[config.mk]
export PLATFORM = sky130hd
export DESIGN_NAME = tars_top
export DESIGN_NICKNAME = d
export VERILOG_FILES = /design/src/verilog/tars_pkg.sv /design/src/verilog/tars_top.sv
export VERILOG_INCLUDE_DIRS = /design/src /design/src/verilog
export SDC_FILE = /design/constraint.sdc
export NUM_CORES = 2
export LEC_CHECK = 0
export BUFFER_PORTS_ARGS = -buffer_cell sky130_fd_sc_hd__buf_2
export CAP_MARGIN = 20
export CORE_UTILIZATION = 55
export CTS_BUF_LIST = sky130_fd_sc_hd__clkbuf_2
export DETAILED_ROUTE_END_ITERATION = 8
export PLACE_DENSITY_LB_ADDON = 0.1
export REMOVE_ABC_BUFFERS = 1
export SLEW_MARGIN = 20
export SYNTH_ARGS = -nofsm -noshare
export SYNTH_HDL_FRONTEND = slang
export SYNTH_SLANG_ARGS = --single-unit
[constraint.sdc]
create_clock -name MCLK_IN -period 7.8 [get_ports MCLK_IN]
set_input_delay 2.34 -clock MCLK_IN [delete_from_list [all_inputs] [get_ports MCLK_IN]]
set_output_delay 2.34 -clock MCLK_IN [all_outputs]
set_load 0.005 [all_outputs]
[src/verilog/tars_consts.svh]
// constants for the timed converter sequencer with rms result handling
`ifndef TARS_CONSTS_SVH
`define TARS_CONSTS_SVH
// register byte offsets
`define TARS_OFF_STATUS 8'h00
`define TARS_OFF_KEY 8'h04
`define TARS_OFF_CLK 8'h08
`define TARS_OFF_FLASH 8'h0C
`define TARS_OFF_CONV 8'h10
`define TARS_OFF_PERIOD 8'h14
`define TARS_OFF_CMP1 8'h18
`define TARS_OFF_RMS0 8'h20
`define TARS_OFF_RMS6 8'h38
// passwords
`define TARS_CLK_KEY 8'hA5
`define TARS_FLASH_PW 8'h96
// clock system settings
`define TARS_RANGE_SEL 1'h1
`define TARS_FREQ_SEL 3'h4
`define TARS_SRC_OSC 3'h3
`define TARS_SRC_LPO 3'h1
`define TARS_DIV_1 3'h0
`define TARS_FLASH_WAIT 4'h1
// pins and reference
`define TARS_ANA_MASK 16'hFFF3
`define TARS_IND_BITS 2'h3
`define TARS_REF_LVL 2'h3
// converter settings
`define TARS_SHT_64 4'h4
`define TARS_SH_CYC 7'h40
`define TARS_SEQ_MODE 2'h1
`define TARS_SHS_TIMER 3'h3
`define TARS_SSEL_SUB 2'h3
`define TARS_RES_12 2'h2
`define TARS_LAST_SLOT 3'h6
`define TARS_MID 13'h0800
`define TARS_LAST_SAMPLE 6'h3F
`define TARS_ROOT_TOP 4'hB
// sampling timer
`define TARS_PERIOD 16'h09C4
`define TARS_CMP1 16'h04E2
// reference settling time, ns, and clock period, ns
`define TARS_REF_SETTLE_NS 30000
`define TARS_CLK_NS 10
`define TARS_SETTLE_CYC ((`TARS_REF_SETTLE_NS + `TARS_CLK_NS - 1) / `TARS_CLK_NS)
`endif

[src/verilog/tars_pkg.sv]
// types for the timed converter sequencer
package tars_pkg;
	typedef struct packed {
		logic range_sel;
		logic [2:0] freq_sel;
		logic [2:0] sub_src;
		logic [2:0] main_src;
		logic [2:0] aux_src;
		logic [2:0] div_aux;
		logic [2:0] div_sub;
		logic [2:0] div_main;
	} tars_clk_t;
	typedef struct packed {
		logic irq_en6;
		logic [1:0] res;
		logic [1:0] clk_sel;
		logic [2:0] trig_sel;
		logic [1:0] seq_mode;
		logic shp;
		logic on;
		logic [3:0] sht1;
		logic [3:0] sht0;
		logic msc;
		logic enc;
	} tars_conv_t;
	typedef enum {IN_WDT, IN_UNLOCK, IN_CLK, IN_LOCK, IN_PINS, IN_SETTLE, IN_RUN} tars_init_t;
	typedef enum {SQ_IDLE, SQ_SAMPLE, SQ_WAIT, SQ_HOLD} tars_seq_t;
	typedef enum {PR_IDLE, PR_ACC, PR_ROOT} tars_proc_t;
endpackage

[src/verilog/tars_top.sv]
// timer paced seven slot converter sequencer with per channel rms
//
// The Wishbone slave port and the register offsets were left to the implementer.
`timescale 1ns/100ps
`include "tars_consts.svh"
// How it works
// RL1: at start-up watchdog is stopped and the port lock is released
// RL2: oscillator 16 MHz, range 1, freq 4, dividers 1, main and sub from it
// RL3: clock config writes accepted only while unlocked by key; relocked after
// RL4: program memory gets one wait state, written only with its password
// RL5: analogue pins take both function select bits high
// RL6: indicator pins become outputs and are driven high
// RL7: reference on at 2.5 V, then a settling delay before conversions
// RL8: each sample window lasts 64 converter clocks, both fields set alike
// RL9: in multi-sample mode one trigger runs the whole sequence
// RL10: sequence mode field is 01, one channel sequence per trigger
// RL11: sample control comes from the timer, trigger select 3
// RL12: converter clocked from sub-system clock, code 11
// RL13: resolution code 10, results are 12 bits
// RL14: slots 0..6 convert differential channels 0,4,6,8,10,12,14, external refs
// RL15: slot 6 ends the sequence
// RL16: interrupt when slot 6 written and enable bit 6 set
// RL17: sampling timer cleared, starts at 0, 16 bits, sub-system clock
// RL18: timer counts up/down with period 2500
// RL19: compare channel 1 in set/reset mode makes the trigger edge
// RL20: interrupt copies slots, sets data flag, re-enables conversion
// RL21: each sample minus 2048 made absolute, sample counter steps
// RL22: 64 squares summed, divided by 64, square root is the rms
// RL23: after each block counter and sums return to zero
module tars_top (
	input wire logic MCLK_IN,
	input wire logic RST_IN,
	input wire logic WB_CYC_IN,
	input wire logic WB_STB_IN,
	input wire logic WB_WE_IN,
	input wire logic [7:0] WB_ADR_IN,
	input wire logic [3:0] WB_SEL_IN,
	input wire logic [31:0] WB_DAT_IN,
	output logic [31:0] WB_DAT_OUT,
	output logic WB_ACK_OUT,
	input wire logic CONV_DONE_IN,
	input wire logic [11:0] CONV_DATA_IN,
	output logic SAMPLE_OUT,
	output logic CONV_START_OUT,
	output logic [3:0] CONV_CHAN_OUT,
	output logic CONV_EXT_REF_OUT,
	output logic SEQ_IRQ_OUT,
	output logic TIMER_OUT,
	output logic WDT_RUN_OUT,
	output logic PORT_LOCK_OUT,
	output tars_pkg::tars_clk_t CLK_CFG_OUT,
	output logic [3:0] FLASH_WAIT_OUT,
	output logic [15:0] ANA_FUNC_OUT,
	output logic [1:0] IND_DIR_OUT,
	output logic [1:0] IND_OUT,
	output logic REF_ON_OUT,
	output logic [1:0] REF_LEVEL_OUT
);
	tars_pkg::tars_init_t init_st;
	tars_pkg::tars_seq_t seq_st;
	tars_pkg::tars_proc_t proc_st;
	tars_pkg::tars_conv_t conv;
	logic clk_unlocked;
	logic [15:0] fn_low;
	logic [15:0] fn_high;
	logic [11:0] settle_cnt;
	logic run;
	logic [15:0] tcount;
	logic tdown;
	logic [15:0] period;
	logic [15:0] cmp1;
	logic trig;
	logic [6:0] sh_cnt;
	logic [2:0] slot;
	logic [11:0] res [0:6];
	logic [11:0] cp [0:6];
	logic seq_end;
	logic data_avail;
	logic rms_new;
	logic [5:0] sample_cnt;
	logic [2:0] pch;
	logic [3:0] rbit;
	logic [11:0] root;
	logic [11:0] next_root;
	logic [11:0] trial;
	logic [29:0] acc [0:6];
	logic [11:0] rms [0:6];
	logic req;
	logic wr;
	logic [31:0] rd;

	// merges a bus write into an old value under byte enables
	function automatic logic [31:0] merge(input logic [31:0] o, input logic [31:0] n,
		input logic [3:0] s);
		logic [31:0] r;
		r = o;
		for (int i = 0; i < 4; i++) begin
			if (s[i]) begin
				r[i*8 +: 8] = n[i*8 +: 8];
			end
		end
		return r;
	endfunction

	// magnitude of a result after removing the mid-scale offset
	function automatic logic [11:0] mag(input logic [11:0] x);
		logic [12:0] d;
		d = {1'b0, x} - `TARS_MID; // [RL21]
		if (d[12]) begin
			d = 13'h0000 - d;
		end
		return d[11:0];
	endfunction

	// channel number converted by each slot
	function automatic logic [3:0] slot_chan(input logic [2:0] s);
		if (s == 3'h0) begin
			return 4'h0;
		end
		return {s, 1'b0} + 4'h2; // [RL14]
	endfunction

	assign req = WB_CYC_IN & WB_STB_IN & ~WB_ACK_OUT;
	assign wr = req & WB_WE_IN;

	// start-up sequence and the clock, memory, pin and reference settings
	always_ff @(posedge MCLK_IN) begin
		if (RST_IN) begin
			init_st <= tars_pkg::IN_WDT;
			WDT_RUN_OUT <= 1'b1;
			PORT_LOCK_OUT <= 1'b1;
			clk_unlocked <= 1'b0;
			CLK_CFG_OUT <= '{`TARS_RANGE_SEL, 3'h0, `TARS_SRC_LPO, `TARS_SRC_LPO,
				`TARS_SRC_LPO, `TARS_DIV_1, `TARS_DIV_1, `TARS_DIV_1};
			FLASH_WAIT_OUT <= 4'h0;
			fn_low <= 16'h0000;
			fn_high <= 16'h0000;
			ANA_FUNC_OUT <= 16'h0000;
			IND_DIR_OUT <= 2'h0;
			IND_OUT <= 2'h0;
			REF_ON_OUT <= 1'b0;
			REF_LEVEL_OUT <= 2'h0;
			settle_cnt <= 12'h000;
			run <= 1'b0;
		end else begin
			ANA_FUNC_OUT <= fn_low & fn_high; // [RL5]
			case (init_st)
				tars_pkg::IN_WDT: begin
					WDT_RUN_OUT <= 1'b0; // [RL1]
					PORT_LOCK_OUT <= 1'b0; // [RL1]
					init_st <= tars_pkg::IN_UNLOCK;
				end
				tars_pkg::IN_UNLOCK: begin
					clk_unlocked <= 1'b1; // [RL3]
					init_st <= tars_pkg::IN_CLK;
				end
				tars_pkg::IN_CLK: begin
					CLK_CFG_OUT <= '{`TARS_RANGE_SEL, `TARS_FREQ_SEL, `TARS_SRC_OSC,
						`TARS_SRC_OSC, `TARS_SRC_LPO, `TARS_DIV_1, `TARS_DIV_1,
						`TARS_DIV_1}; // [RL2]
					FLASH_WAIT_OUT <= `TARS_FLASH_WAIT; // [RL4]
					init_st <= tars_pkg::IN_LOCK;
				end
				tars_pkg::IN_LOCK: begin
					clk_unlocked <= 1'b0; // [RL3]
					init_st <= tars_pkg::IN_PINS;
				end
				tars_pkg::IN_PINS: begin
					fn_low <= `TARS_ANA_MASK; // [RL5]
					fn_high <= `TARS_ANA_MASK;
					IND_DIR_OUT <= `TARS_IND_BITS; // [RL6]
					IND_OUT <= `TARS_IND_BITS;
					REF_ON_OUT <= 1'b1; // [RL7]
					REF_LEVEL_OUT <= `TARS_REF_LVL;
					init_st <= tars_pkg::IN_SETTLE;
				end
				tars_pkg::IN_SETTLE: begin
					settle_cnt <= settle_cnt + 12'h001;
					if (settle_cnt == 12'(`TARS_SETTLE_CYC - 1)) begin
						run <= 1'b1; // [RL7]
						init_st <= tars_pkg::IN_RUN;
					end
				end
				default: begin
					// bus access to key, clock and program memory settings
					if (wr && WB_ADR_IN == `TARS_OFF_KEY && WB_SEL_IN[0]) begin
						clk_unlocked <= (WB_DAT_IN[7:0] == `TARS_CLK_KEY); // [RL3]
					end else if (wr && WB_ADR_IN == `TARS_OFF_CLK && clk_unlocked) begin
						CLK_CFG_OUT <= 22'(merge(32'(CLK_CFG_OUT), WB_DAT_IN,
							WB_SEL_IN)); // [RL3]
					end else if (wr && WB_ADR_IN == `TARS_OFF_FLASH && WB_SEL_IN[1]
						&& WB_DAT_IN[15:8] == `TARS_FLASH_PW) begin
						FLASH_WAIT_OUT <= WB_DAT_IN[3:0]; // [RL4]
					end
				end
			endcase
		end
	end

	// sampling timer, up/down to the period, compare 1 set/reset output
	always_ff @(posedge MCLK_IN) begin
		if (RST_IN) begin
			tcount <= 16'h0000;
			tdown <= 1'b0;
			period <= `TARS_PERIOD;
			cmp1 <= `TARS_CMP1;
			TIMER_OUT <= 1'b0;
			trig <= 1'b0;
		end else begin
			trig <= 1'b0;
			if (wr && WB_ADR_IN == `TARS_OFF_PERIOD) begin
				period <= 16'(merge(32'(period), WB_DAT_IN, WB_SEL_IN)); // [RL18]
				tcount <= 16'h0000; // [RL17]
				tdown <= 1'b0;
			end else if (run) begin
				if (!tdown && tcount == period) begin
					tdown <= 1'b1; // [RL18]
					tcount <= tcount - 16'h0001;
				end else if (tdown && tcount == 16'h0000) begin
					tdown <= 1'b0;
					tcount <= 16'h0001;
				end else if (tdown) begin
					tcount <= tcount - 16'h0001;
				end else begin
					tcount <= tcount + 16'h0001; // [RL17]
				end
				if (tcount == period) begin
					TIMER_OUT <= 1'b0; // [RL19]
				end else if (tcount == cmp1) begin
					TIMER_OUT <= 1'b1; // [RL19]
					trig <= ~TIMER_OUT; // [RL11]
				end
			end
			if (wr && WB_ADR_IN == `TARS_OFF_CMP1) begin
				cmp1 <= 16'(merge(32'(cmp1), WB_DAT_IN, WB_SEL_IN));
			end
		end
	end

	// converter settings; enable cleared at sequence end, set again by the handler
	always_ff @(posedge MCLK_IN) begin
		if (RST_IN) begin
			conv <= '{1'b1, `TARS_RES_12, `TARS_SSEL_SUB, `TARS_SHS_TIMER,
				`TARS_SEQ_MODE, 1'b1, 1'b1, `TARS_SHT_64, `TARS_SHT_64, 1'b1,
				1'b0}; // [RL8] [RL10] [RL11] [RL12] [RL13]
		end else if (wr && WB_ADR_IN == `TARS_OFF_CONV) begin
			conv <= 22'(merge(32'(conv), WB_DAT_IN, WB_SEL_IN));
		end else if (SEQ_IRQ_OUT || (init_st == tars_pkg::IN_SETTLE
			&& settle_cnt == 12'(`TARS_SETTLE_CYC - 1))) begin
			conv.enc <= 1'b1; // [RL20]
		end else if (seq_end) begin
			conv.enc <= 1'b0;
		end
	end

	// sequence: sample window, start, wait for result, next slot
	always_ff @(posedge MCLK_IN) begin
		if (RST_IN) begin
			seq_st <= tars_pkg::SQ_IDLE;
			sh_cnt <= 7'h00;
			slot <= 3'h0;
			SAMPLE_OUT <= 1'b0;
			CONV_START_OUT <= 1'b0;
			CONV_CHAN_OUT <= 4'h0;
			CONV_EXT_REF_OUT <= 1'b1; // [RL14]
			seq_end <= 1'b0;
			SEQ_IRQ_OUT <= 1'b0;
		end else begin
			CONV_START_OUT <= 1'b0;
			seq_end <= 1'b0;
			SEQ_IRQ_OUT <= seq_end & conv.irq_en6; // [RL16]
			case (seq_st)
				tars_pkg::SQ_IDLE: begin
					if (trig && conv.enc && conv.on) begin
						slot <= 3'h0;
						CONV_CHAN_OUT <= slot_chan(3'h0);
						SAMPLE_OUT <= 1'b1;
						sh_cnt <= 7'h00;
						seq_st <= tars_pkg::SQ_SAMPLE;
					end
				end
				tars_pkg::SQ_SAMPLE: begin
					sh_cnt <= sh_cnt + 7'h01;
					if (sh_cnt == `TARS_SH_CYC - 7'h01) begin
						SAMPLE_OUT <= 1'b0; // [RL8]
						CONV_START_OUT <= 1'b1;
						seq_st <= tars_pkg::SQ_WAIT;
					end
				end
				tars_pkg::SQ_WAIT: begin
					if (CONV_DONE_IN) begin
						if (slot == `TARS_LAST_SLOT) begin
							seq_end <= 1'b1; // [RL15]
							seq_st <= tars_pkg::SQ_IDLE;
						end else begin
							slot <= slot + 3'h1;
							CONV_CHAN_OUT <= slot_chan(slot + 3'h1); // [RL14]
							sh_cnt <= 7'h00;
							SAMPLE_OUT <= conv.msc;
							seq_st <= conv.msc ? tars_pkg::SQ_SAMPLE
								: tars_pkg::SQ_HOLD; // [RL9]
						end
					end
				end
				default: begin
					if (trig) begin
						SAMPLE_OUT <= 1'b1;
						seq_st <= tars_pkg::SQ_SAMPLE;
					end
				end
			endcase
		end
	end

	// result slots and the handler copies
	generate
		for (genvar i = 0; i < 7; i++) begin : g_slot
			always_ff @(posedge MCLK_IN) begin
				if (RST_IN) begin
					res[i] <= 12'h000;
					cp[i] <= 12'h000;
				end else begin
					if (seq_st == tars_pkg::SQ_WAIT && CONV_DONE_IN && slot == 3'(i)) begin
						res[i] <= CONV_DATA_IN;
					end
					if (SEQ_IRQ_OUT) begin
						cp[i] <= res[i]; // [RL20]
					end
				end
			end
		end
	endgenerate

	// one square root step
	always_comb begin
		trial = root | (12'h001 << rbit);
		next_root = root;
		if (24'(trial * trial) <= acc[pch][29:6]) begin // [RL22]
			next_root = trial;
		end
	end

	// rms processing: accumulate squares, then root of mean per channel
	always_ff @(posedge MCLK_IN) begin
		if (RST_IN) begin
			proc_st <= tars_pkg::PR_IDLE;
			data_avail <= 1'b0;
			rms_new <= 1'b0;
			sample_cnt <= 6'h00;
			pch <= 3'h0;
			rbit <= `TARS_ROOT_TOP;
			root <= 12'h000;
			for (int i = 0; i < 7; i++) begin
				acc[i] <= 30'h00000000;
				rms[i] <= 12'h000;
			end
		end else begin
			if (wr && WB_ADR_IN == `TARS_OFF_STATUS && WB_SEL_IN[0] && WB_DAT_IN[1]) begin
				rms_new <= 1'b0;
			end
			case (proc_st)
				tars_pkg::PR_IDLE: begin
					if (data_avail) begin
						data_avail <= 1'b0;
						pch <= 3'h0;
						proc_st <= tars_pkg::PR_ACC;
					end
				end
				tars_pkg::PR_ACC: begin
					acc[pch] <= acc[pch] + 30'(mag(cp[pch]) * mag(cp[pch])); // [RL22]
					if (pch == `TARS_LAST_SLOT) begin
						pch <= 3'h0;
						if (sample_cnt == `TARS_LAST_SAMPLE) begin
							sample_cnt <= 6'h00; // [RL23]
							proc_st <= tars_pkg::PR_ROOT;
						end else begin
							sample_cnt <= sample_cnt + 6'h01; // [RL21]
							proc_st <= tars_pkg::PR_IDLE;
						end
					end else begin
						pch <= pch + 3'h1;
					end
				end
				default: begin
					root <= next_root;
					rbit <= rbit - 4'h1;
					if (rbit == 4'h0) begin
						rms[pch] <= next_root; // [RL22]
						acc[pch] <= 30'h00000000; // [RL23]
						root <= 12'h000;
						rbit <= `TARS_ROOT_TOP;
						pch <= pch + 3'h1;
						if (pch == `TARS_LAST_SLOT) begin
							pch <= 3'h0; // keeps the root step reading a real channel
							rms_new <= 1'b1;
							proc_st <= tars_pkg::PR_IDLE;
						end
					end
				end
			endcase
			if (SEQ_IRQ_OUT) begin
				data_avail <= 1'b1; // [RL20]
			end
		end
	end

	// read data decode
	always_comb begin
		rd = 32'h00000000;
		if (WB_ADR_IN == `TARS_OFF_STATUS) begin
			rd = {26'h0000000, conv.enc, ~PORT_LOCK_OUT, ~WDT_RUN_OUT, run, rms_new,
				data_avail};
		end else if (WB_ADR_IN == `TARS_OFF_KEY) begin
			rd = {31'h00000000, clk_unlocked};
		end else if (WB_ADR_IN == `TARS_OFF_CLK) begin
			rd = 32'(CLK_CFG_OUT);
		end else if (WB_ADR_IN == `TARS_OFF_FLASH) begin
			rd = {28'h0000000, FLASH_WAIT_OUT};
		end else if (WB_ADR_IN == `TARS_OFF_CONV) begin
			rd = 32'(conv);
		end else if (WB_ADR_IN == `TARS_OFF_PERIOD) begin
			rd = {tcount, period};
		end else if (WB_ADR_IN == `TARS_OFF_CMP1) begin
			rd = {16'h0000, cmp1};
		end else if (WB_ADR_IN >= `TARS_OFF_RMS0 && WB_ADR_IN <= `TARS_OFF_RMS6
			&& WB_ADR_IN[1:0] == 2'h0) begin
			rd = {20'h00000, rms[3'(WB_ADR_IN[4:2])]};
		end
	end

	// wishbone answer one cycle after the request, dropped the next cycle
	always_ff @(posedge MCLK_IN) begin
		if (RST_IN) begin
			WB_ACK_OUT <= 1'b0;
			WB_DAT_OUT <= 32'h00000000;
		end else begin
			WB_ACK_OUT <= req;
			if (req && !WB_WE_IN) begin
				WB_DAT_OUT <= rd;
			end
		end
	end
endmodule

# [Word-level counts from Yosys, hierarchy flattened]
# Memory sizes are Yosys's and may differ from the RTL's. A register that Yosys moved wholly into a read port is not among the register bits.
# Cells that the tools add are included.
[totals] in_bits=62 reg_bits=307 ram_bits=462 n_memories=4 elab_cells=390
[op_classes] n_mul=2 bitwise_logic=32 muxes=148 order_cmp=3 n_eq_ne=41 addsub=12 n_reduce_logical=89 n_shift=1
[mem_list] name="acc" depth=7 word_bits=30 read_ports=1 rd_clocked_by_memory_dff=1 wr=7 line="tars_top.sv:86" source="logic [29:0] acc [0:6];"
[mem_list] name="cp" depth=7 word_bits=12 read_ports=1 rd_clocked_by_memory_dff=1 wr=7 line="tars_top.sv:76" source="logic [11:0] cp [0:6];"
[mem_list] name="res" depth=7 word_bits=12 read_ports=7 rd_clocked_by_memory_dff=0 wr=7 line="tars_top.sv:75" source="logic [11:0] res [0:6];"
[mem_list] name="rms" depth=7 word_bits=12 read_ports=1 rd_clocked_by_memory_dff=0 wr=7 line="tars_top.sv:87" source="logic [11:0] rms [0:6];"
[ops] operator="32-bit two-way mux" count=15
[ops] operator="12-bit two-way mux" count=21
[ops] operator="32-bit one-hot mux with 6 select lines" count=1
[ops] operator="32-bit by 1-bit equality test with 1-bit output (second input constant)" count=3
[ops] operator="32-bit by 2-bit equality test with 1-bit output (second input constant)" count=3
[ops] operator="32-bit by 3-bit equality test with 1-bit output (second input constant)" count=3
[ops] operator="32-bit logical NOT" count=3
[ops] operator="32-bit one-hot mux with 3 select lines" count=1
[ops] operator="16-bit two-way mux" count=4
[ops] operator="32-bit one-hot mux with 2 select lines" count=1
[ops] operator="1-bit two-way mux" count=62
[ops] operator="30-bit two-way mux" count=2
[ops] operator="12-bit by 12-bit multiplier with 24-bit output" count=2
[ops] operator="22-bit two-way mux" count=2
[ops] operator="22-bit one-hot mux with 2 select lines" count=1
[ops] operator="3-bit two-way mux" count=12
[ops] operator="4-bit two-way mux" count=9
[ops] operator="16-bit equality test" count=2
[ops] operator="32-bit by 4-bit equality test with 1-bit output (second input constant)" count=1
[ops] operator="4-bit AND reduction" count=8
[ops] operator="30-bit by 24-bit adder with 30-bit output" count=1
[ops] operator="30-bit OR reduction" count=1
[ops] operator="1-bit logical AND" count=29
[ops] operator="2-bit AND reduction" count=14
[ops] operator="58 further kinds" count=127

# [Depth between registers and ports, before layout]
[depth] ltp_word=11 mapped_depth=34 mapped_depth_nobuf=33

# [Least setup slack after synthesis]
# OpenSTA, ideal clock, no wires.
[synth_path] kind="register to register" from="register with a tool-made name" to="memory acc[5][23] (data pin)" n_path_buf=3 path_stages_with_launch=28 setup_time_ps=252 slack_ps=345 synth_period_minus_slack_ps=7455 t_arrival_ps=7204 cell_sequence="dfxtp_1 buf_4 buf_6 mux4_2 mux2_2 nor3_1 a41oi_1 xnor2_2 buf_4 nor2_1 inv_1 fa_1 fa_1 inv_1 fa_1 inv_1 fa_1 inv_1 fa_1 ha_1 or2_2 a311o_1 a31o_2 a41o_1 a311oi_2 xor2_1 or2_1 inv_1"
[synth_lines] element="end: declaration" line="tars_top.sv:86"

==> results.sh <==
export IMPL_drt_initial_drc_count=2561
export IMPL_power_clock_fraction_pct=21.9
export IMPL_worstMarginPinSlew_ns=1.05
export IMPL_min_period_ns=7.65
export IMPL_vias_per_cell=5.72
export IMPL_synth_edf_count=462
export IMPL_grt_pass1_wl_um=161000
export IMPL_place_ws_ns=-0.185
export IMPL_yosys_cell_types_count=91
export IMPL_overflow=0
export IMPL_numPortBuffers=139
export IMPL_yosysMostFrequentCell="nor2_1"
export IMPL_cts_tree="built"
export IMPL_drtPass1Iterations=6
export IMPL_outcome="finished clean"
export IMPL_path_clk_slew_ns=0.10
export IMPL_drc=0
export IMPL_multi_input_area_um2=19900
export IMPL_grt_max_degree=85
export IMPL_cts_sinks=707
export IMPL_relSlewSlack_pct=29.9
export IMPL_hpwl_um=72200
export IMPL_worst_path_max_fanout=7
export IMPL_tns_ns=0
export IMPL_ys_flop_type="edfxtp_1"
export IMPL_grt_pass1_vias=29500
export IMPL_antenna_found_initial=4
export IMPL_synth_xor_area_share_pct=2.65
export IMPL_ant_nets=0
export IMPL_internal_power_mw=7.34
export IMPL_wl_per_cell_um=20.4
export IMPL_use_met2_pct=46.2
export IMPL_ys_ff_latch=707
export IMPL_hold_path_class="reg2reg"
export IMPL_path_class="reg2reg"
export IMPL_fin_skew_ns=0.126
export IMPL_grt_util_met3_pct=4.55
export IMPL_clockBufferDepth=3
export IMPL_worstRegToRegCells=30
export IMPL_worstHoldPathCells=2
export IMPL_fin_util_pct=63.2
export IMPL_avgSynthCellArea_um2=10.9
export IMPL_p_comb_share_pct=42.9
export IMPL_core_area_um2=72000
export IMPL_swShare_pct=37.0
export IMPL_areaGrowthSynthToFinish_pct=12.9
export IMPL_routed_wl_um=104000
export IMPL_yosysSeqAreaShare_pct=46.6
export IMPL_slew_violations=0
export IMPL_fmax_mhz=131
export IMPL_fp_dieW_um=273
export IMPL_yosys_area_top_type_share_pct=34.4
export IMPL_worst_path_max_delay_cell="fa_2"
export IMPL_synth_fa_ha_area_share_pct=14.1
export IMPL_async_flop_share_pct=0
export IMPL_power_switching_mw=4.31
export IMPL_clk_latency_ns=1.40
export IMPL_maxCapViolCount=0
export IMPL_cp_arrival_ns=8.68
export IMPL_ir_drop_mv=0.499
export IMPL_n_fill_cell=5814
export IMPL_cp_required_ns=8.83
export IMPL_setup_slack_ns=0.150
export IMPL_synthMuxAreaShare_pct=7.81
export IMPL_grt_total_usage_pct=28.0
export IMPL_place_congestion=0.919
export IMPL_worst_setup_path_end_kind="flip-flop"
export IMPL_syn_area_um2=40300
export IMPL_hp_start="acc[6][21]"
export IMPL_place_area_um2=42600
export IMPL_crit_top_cell="fa_1"
export IMPL_synth_top_area_cell="edfxtp_1"
export IMPL_drive_gt1_share_pct=22.9
export IMPL_htree_levels=4
export IMPL_start_util_pct=56.0
export IMPL_synth_common_cells="nor2_1, edfxtp_1, inv_1"
export IMPL_power_frac_seq_pct=35.2
export IMPL_nNetsFinal=4435
export IMPL_synth_top_family_by_area="simple AND/OR/NAND/NOR gates"
export IMPL_cellLeakagePower_nw=18.7
export IMPL_period_share_pct=98.1
export IMPL_syn_inst=3701
export IMPL_io_pins=155
export IMPL_cts_made_buffers=178
export IMPL_finalInstanceArea_um2=45500
export IMPL_ys_top_cells_by_area="edfxtp_1, dfxtp_1, fa_1, ha_1, mux4_2"
export IMPL_vias=29300
export IMPL_grt_most_used_layer="met2"
export IMPL_rsz0062_at_grt="true"
export IMPL_num_rows=98
export IMPL_power_mw=11.7
export IMPL_synth_simple_area_share_pct=15.4
export IMPL_cts_root_buf="clkbuf_2"
export IMPL_seq_area_um2=18800
export IMPL_synth_compound_area_share_pct=7.69
export IMPL_cp_start_kind="flip-flop"
export IMPL_synth_warnings=0
export IMPL_r2r_setup_slack_ns=0.15
export IMPL_cpPeakStageDelay_ns=0.57
export IMPL_hold_viol_final=0
export IMPL_dieArea_um2=74400
export IMPL_powerDensity_nw_per_um2=256
export IMPL_met1_usage_pct=37.5
export IMPL_die_h_um=273
export IMPL_finalSetupViolCount=0
==> state kept, by name (all words and copies together) (netlist names), 16 cells and up, named ones only <==
| register | cells |
|---|---|
| CLK_CFG_OUT | 22 |
| WB_DAT_OUT | 32 |
| acc | 240 |
| cmp1 | 16 |
| conv | 22 |
| cp | 84 |
| period | 16 |
| res | 84 |
| rms | 96 |
| tcount | 16 |
==> power by group through the flow <==
stage	logic, mW	clock network, mW	registers [mW]
floorplan	2.88	0	4.18
global placement	4.41	0	4.18
detailed placement	4.51	0	4.19
CTS	4.57	2.61	4.10
global route	5.51	2.80	4.11
finish	5.00	2.55	4.10
==> worst max-delay path: cells and delay by family (launching register included) <==
family | cells | cell delay (ns)
AO/OA/AOI/OAI | 8 | 1.70
XOR/XNOR | 2 | 0.45
adder cells (fa/ha/maj) | 6 | 2.73
buffers and inverters | 9 | 0.97
flip-flops | 1 | 0.39
AND/OR/NAND/NOR | 5 | 1.11
==> area by class of cell <==
class                      instances  share of cell area (%)
clock inverter                    45                   0.655
timing repair buffer             361                    5.58
clock buffer                     273                    3.00
inverter                         354                    2.97
antenna                            4                  0.0220
multi-input combinational       2427                    43.8
sequential                       707                    41.3
tap                              950                    2.61
==> layer usage <==
metal	routed length [um]	part of all wire [%]	vias to the layer above
met2	51000	49	1057
li1	-	-	13500
met3	6800	6.5	205
met1	43500	42	14500
met5	0	0	-
met4	2960	2.8	0
==> cells in the final DEF (no fill, tap or decap), types with 18 or more instances in the layout <==
master | synthesis | routed
o21ai_0 | 98 | 91
a21o_1 | 37 | 33
mux4_2 | 90 | 90
and2_1 | 166 | 166
nor2b_1 | 41 | 37
buf_4 | 26 | 200
xnor2_1 | 84 | 76
clkbuf_2 | 0 | 273
xor2_1 | 31 | 30
edfxtp_1 | 462 | 462
ha_1 | 163 | 150
nand3b_1 | 29 | 29
a211o_1 | 20 | 20
nand3_1 | 64 | 61
nand2_1 | 240 | 234
nand4_1 | 29 | 29
and3_1 | 31 | 30
a211oi_1 | 22 | 21
buf_2 | 31 | 138
fa_1 | 181 | 172
dfxtp_1 | 245 | 238
nor2_1 | 499 | 483
clkinv_1 | 5 | 25
a21oi_1 | 143 | 127
mux2i_1 | 95 | 95
or2_2 | 19 | 18
nor3_1 | 56 | 51
inv_1 | 348 | 330
nand2b_1 | 43 | 41
==> through the flow <==
step | hold slack, ns | instances
detailed placement | 0.440 | 4755
floorplan | 0.420 | 3487
global route | 0.475 | 5120
global placement | 0.429 | 4755
CTS | 0.441 | 5078
finish | 0.454 | 5121
==> cells by family after synthesis <==
group,count (synthesis)
flops,707
fa+ha+maj,344
other cells,2
xor+xnor,118
compound gates,474
buf+inv,579
simple gates,1277
mux,200
==> final timing paths <==
check                                  end
worst max-delay path            acc[4][21]
worst min-delay path            acc[6][21]
worst max register to register  acc[4][21]
worst min register to register  acc[6][21]
==> repair_timing <==
item | in CTS | in global routing
hold buffers | 0 | 0
cloned | 0 | 1
pin swaps | 6 | 81
buffers inserted | 5 | 36
gates resized for setup | 22 | 160
setup endpoints to repair | 101 | 139
(Power assumes the default switching activity.)
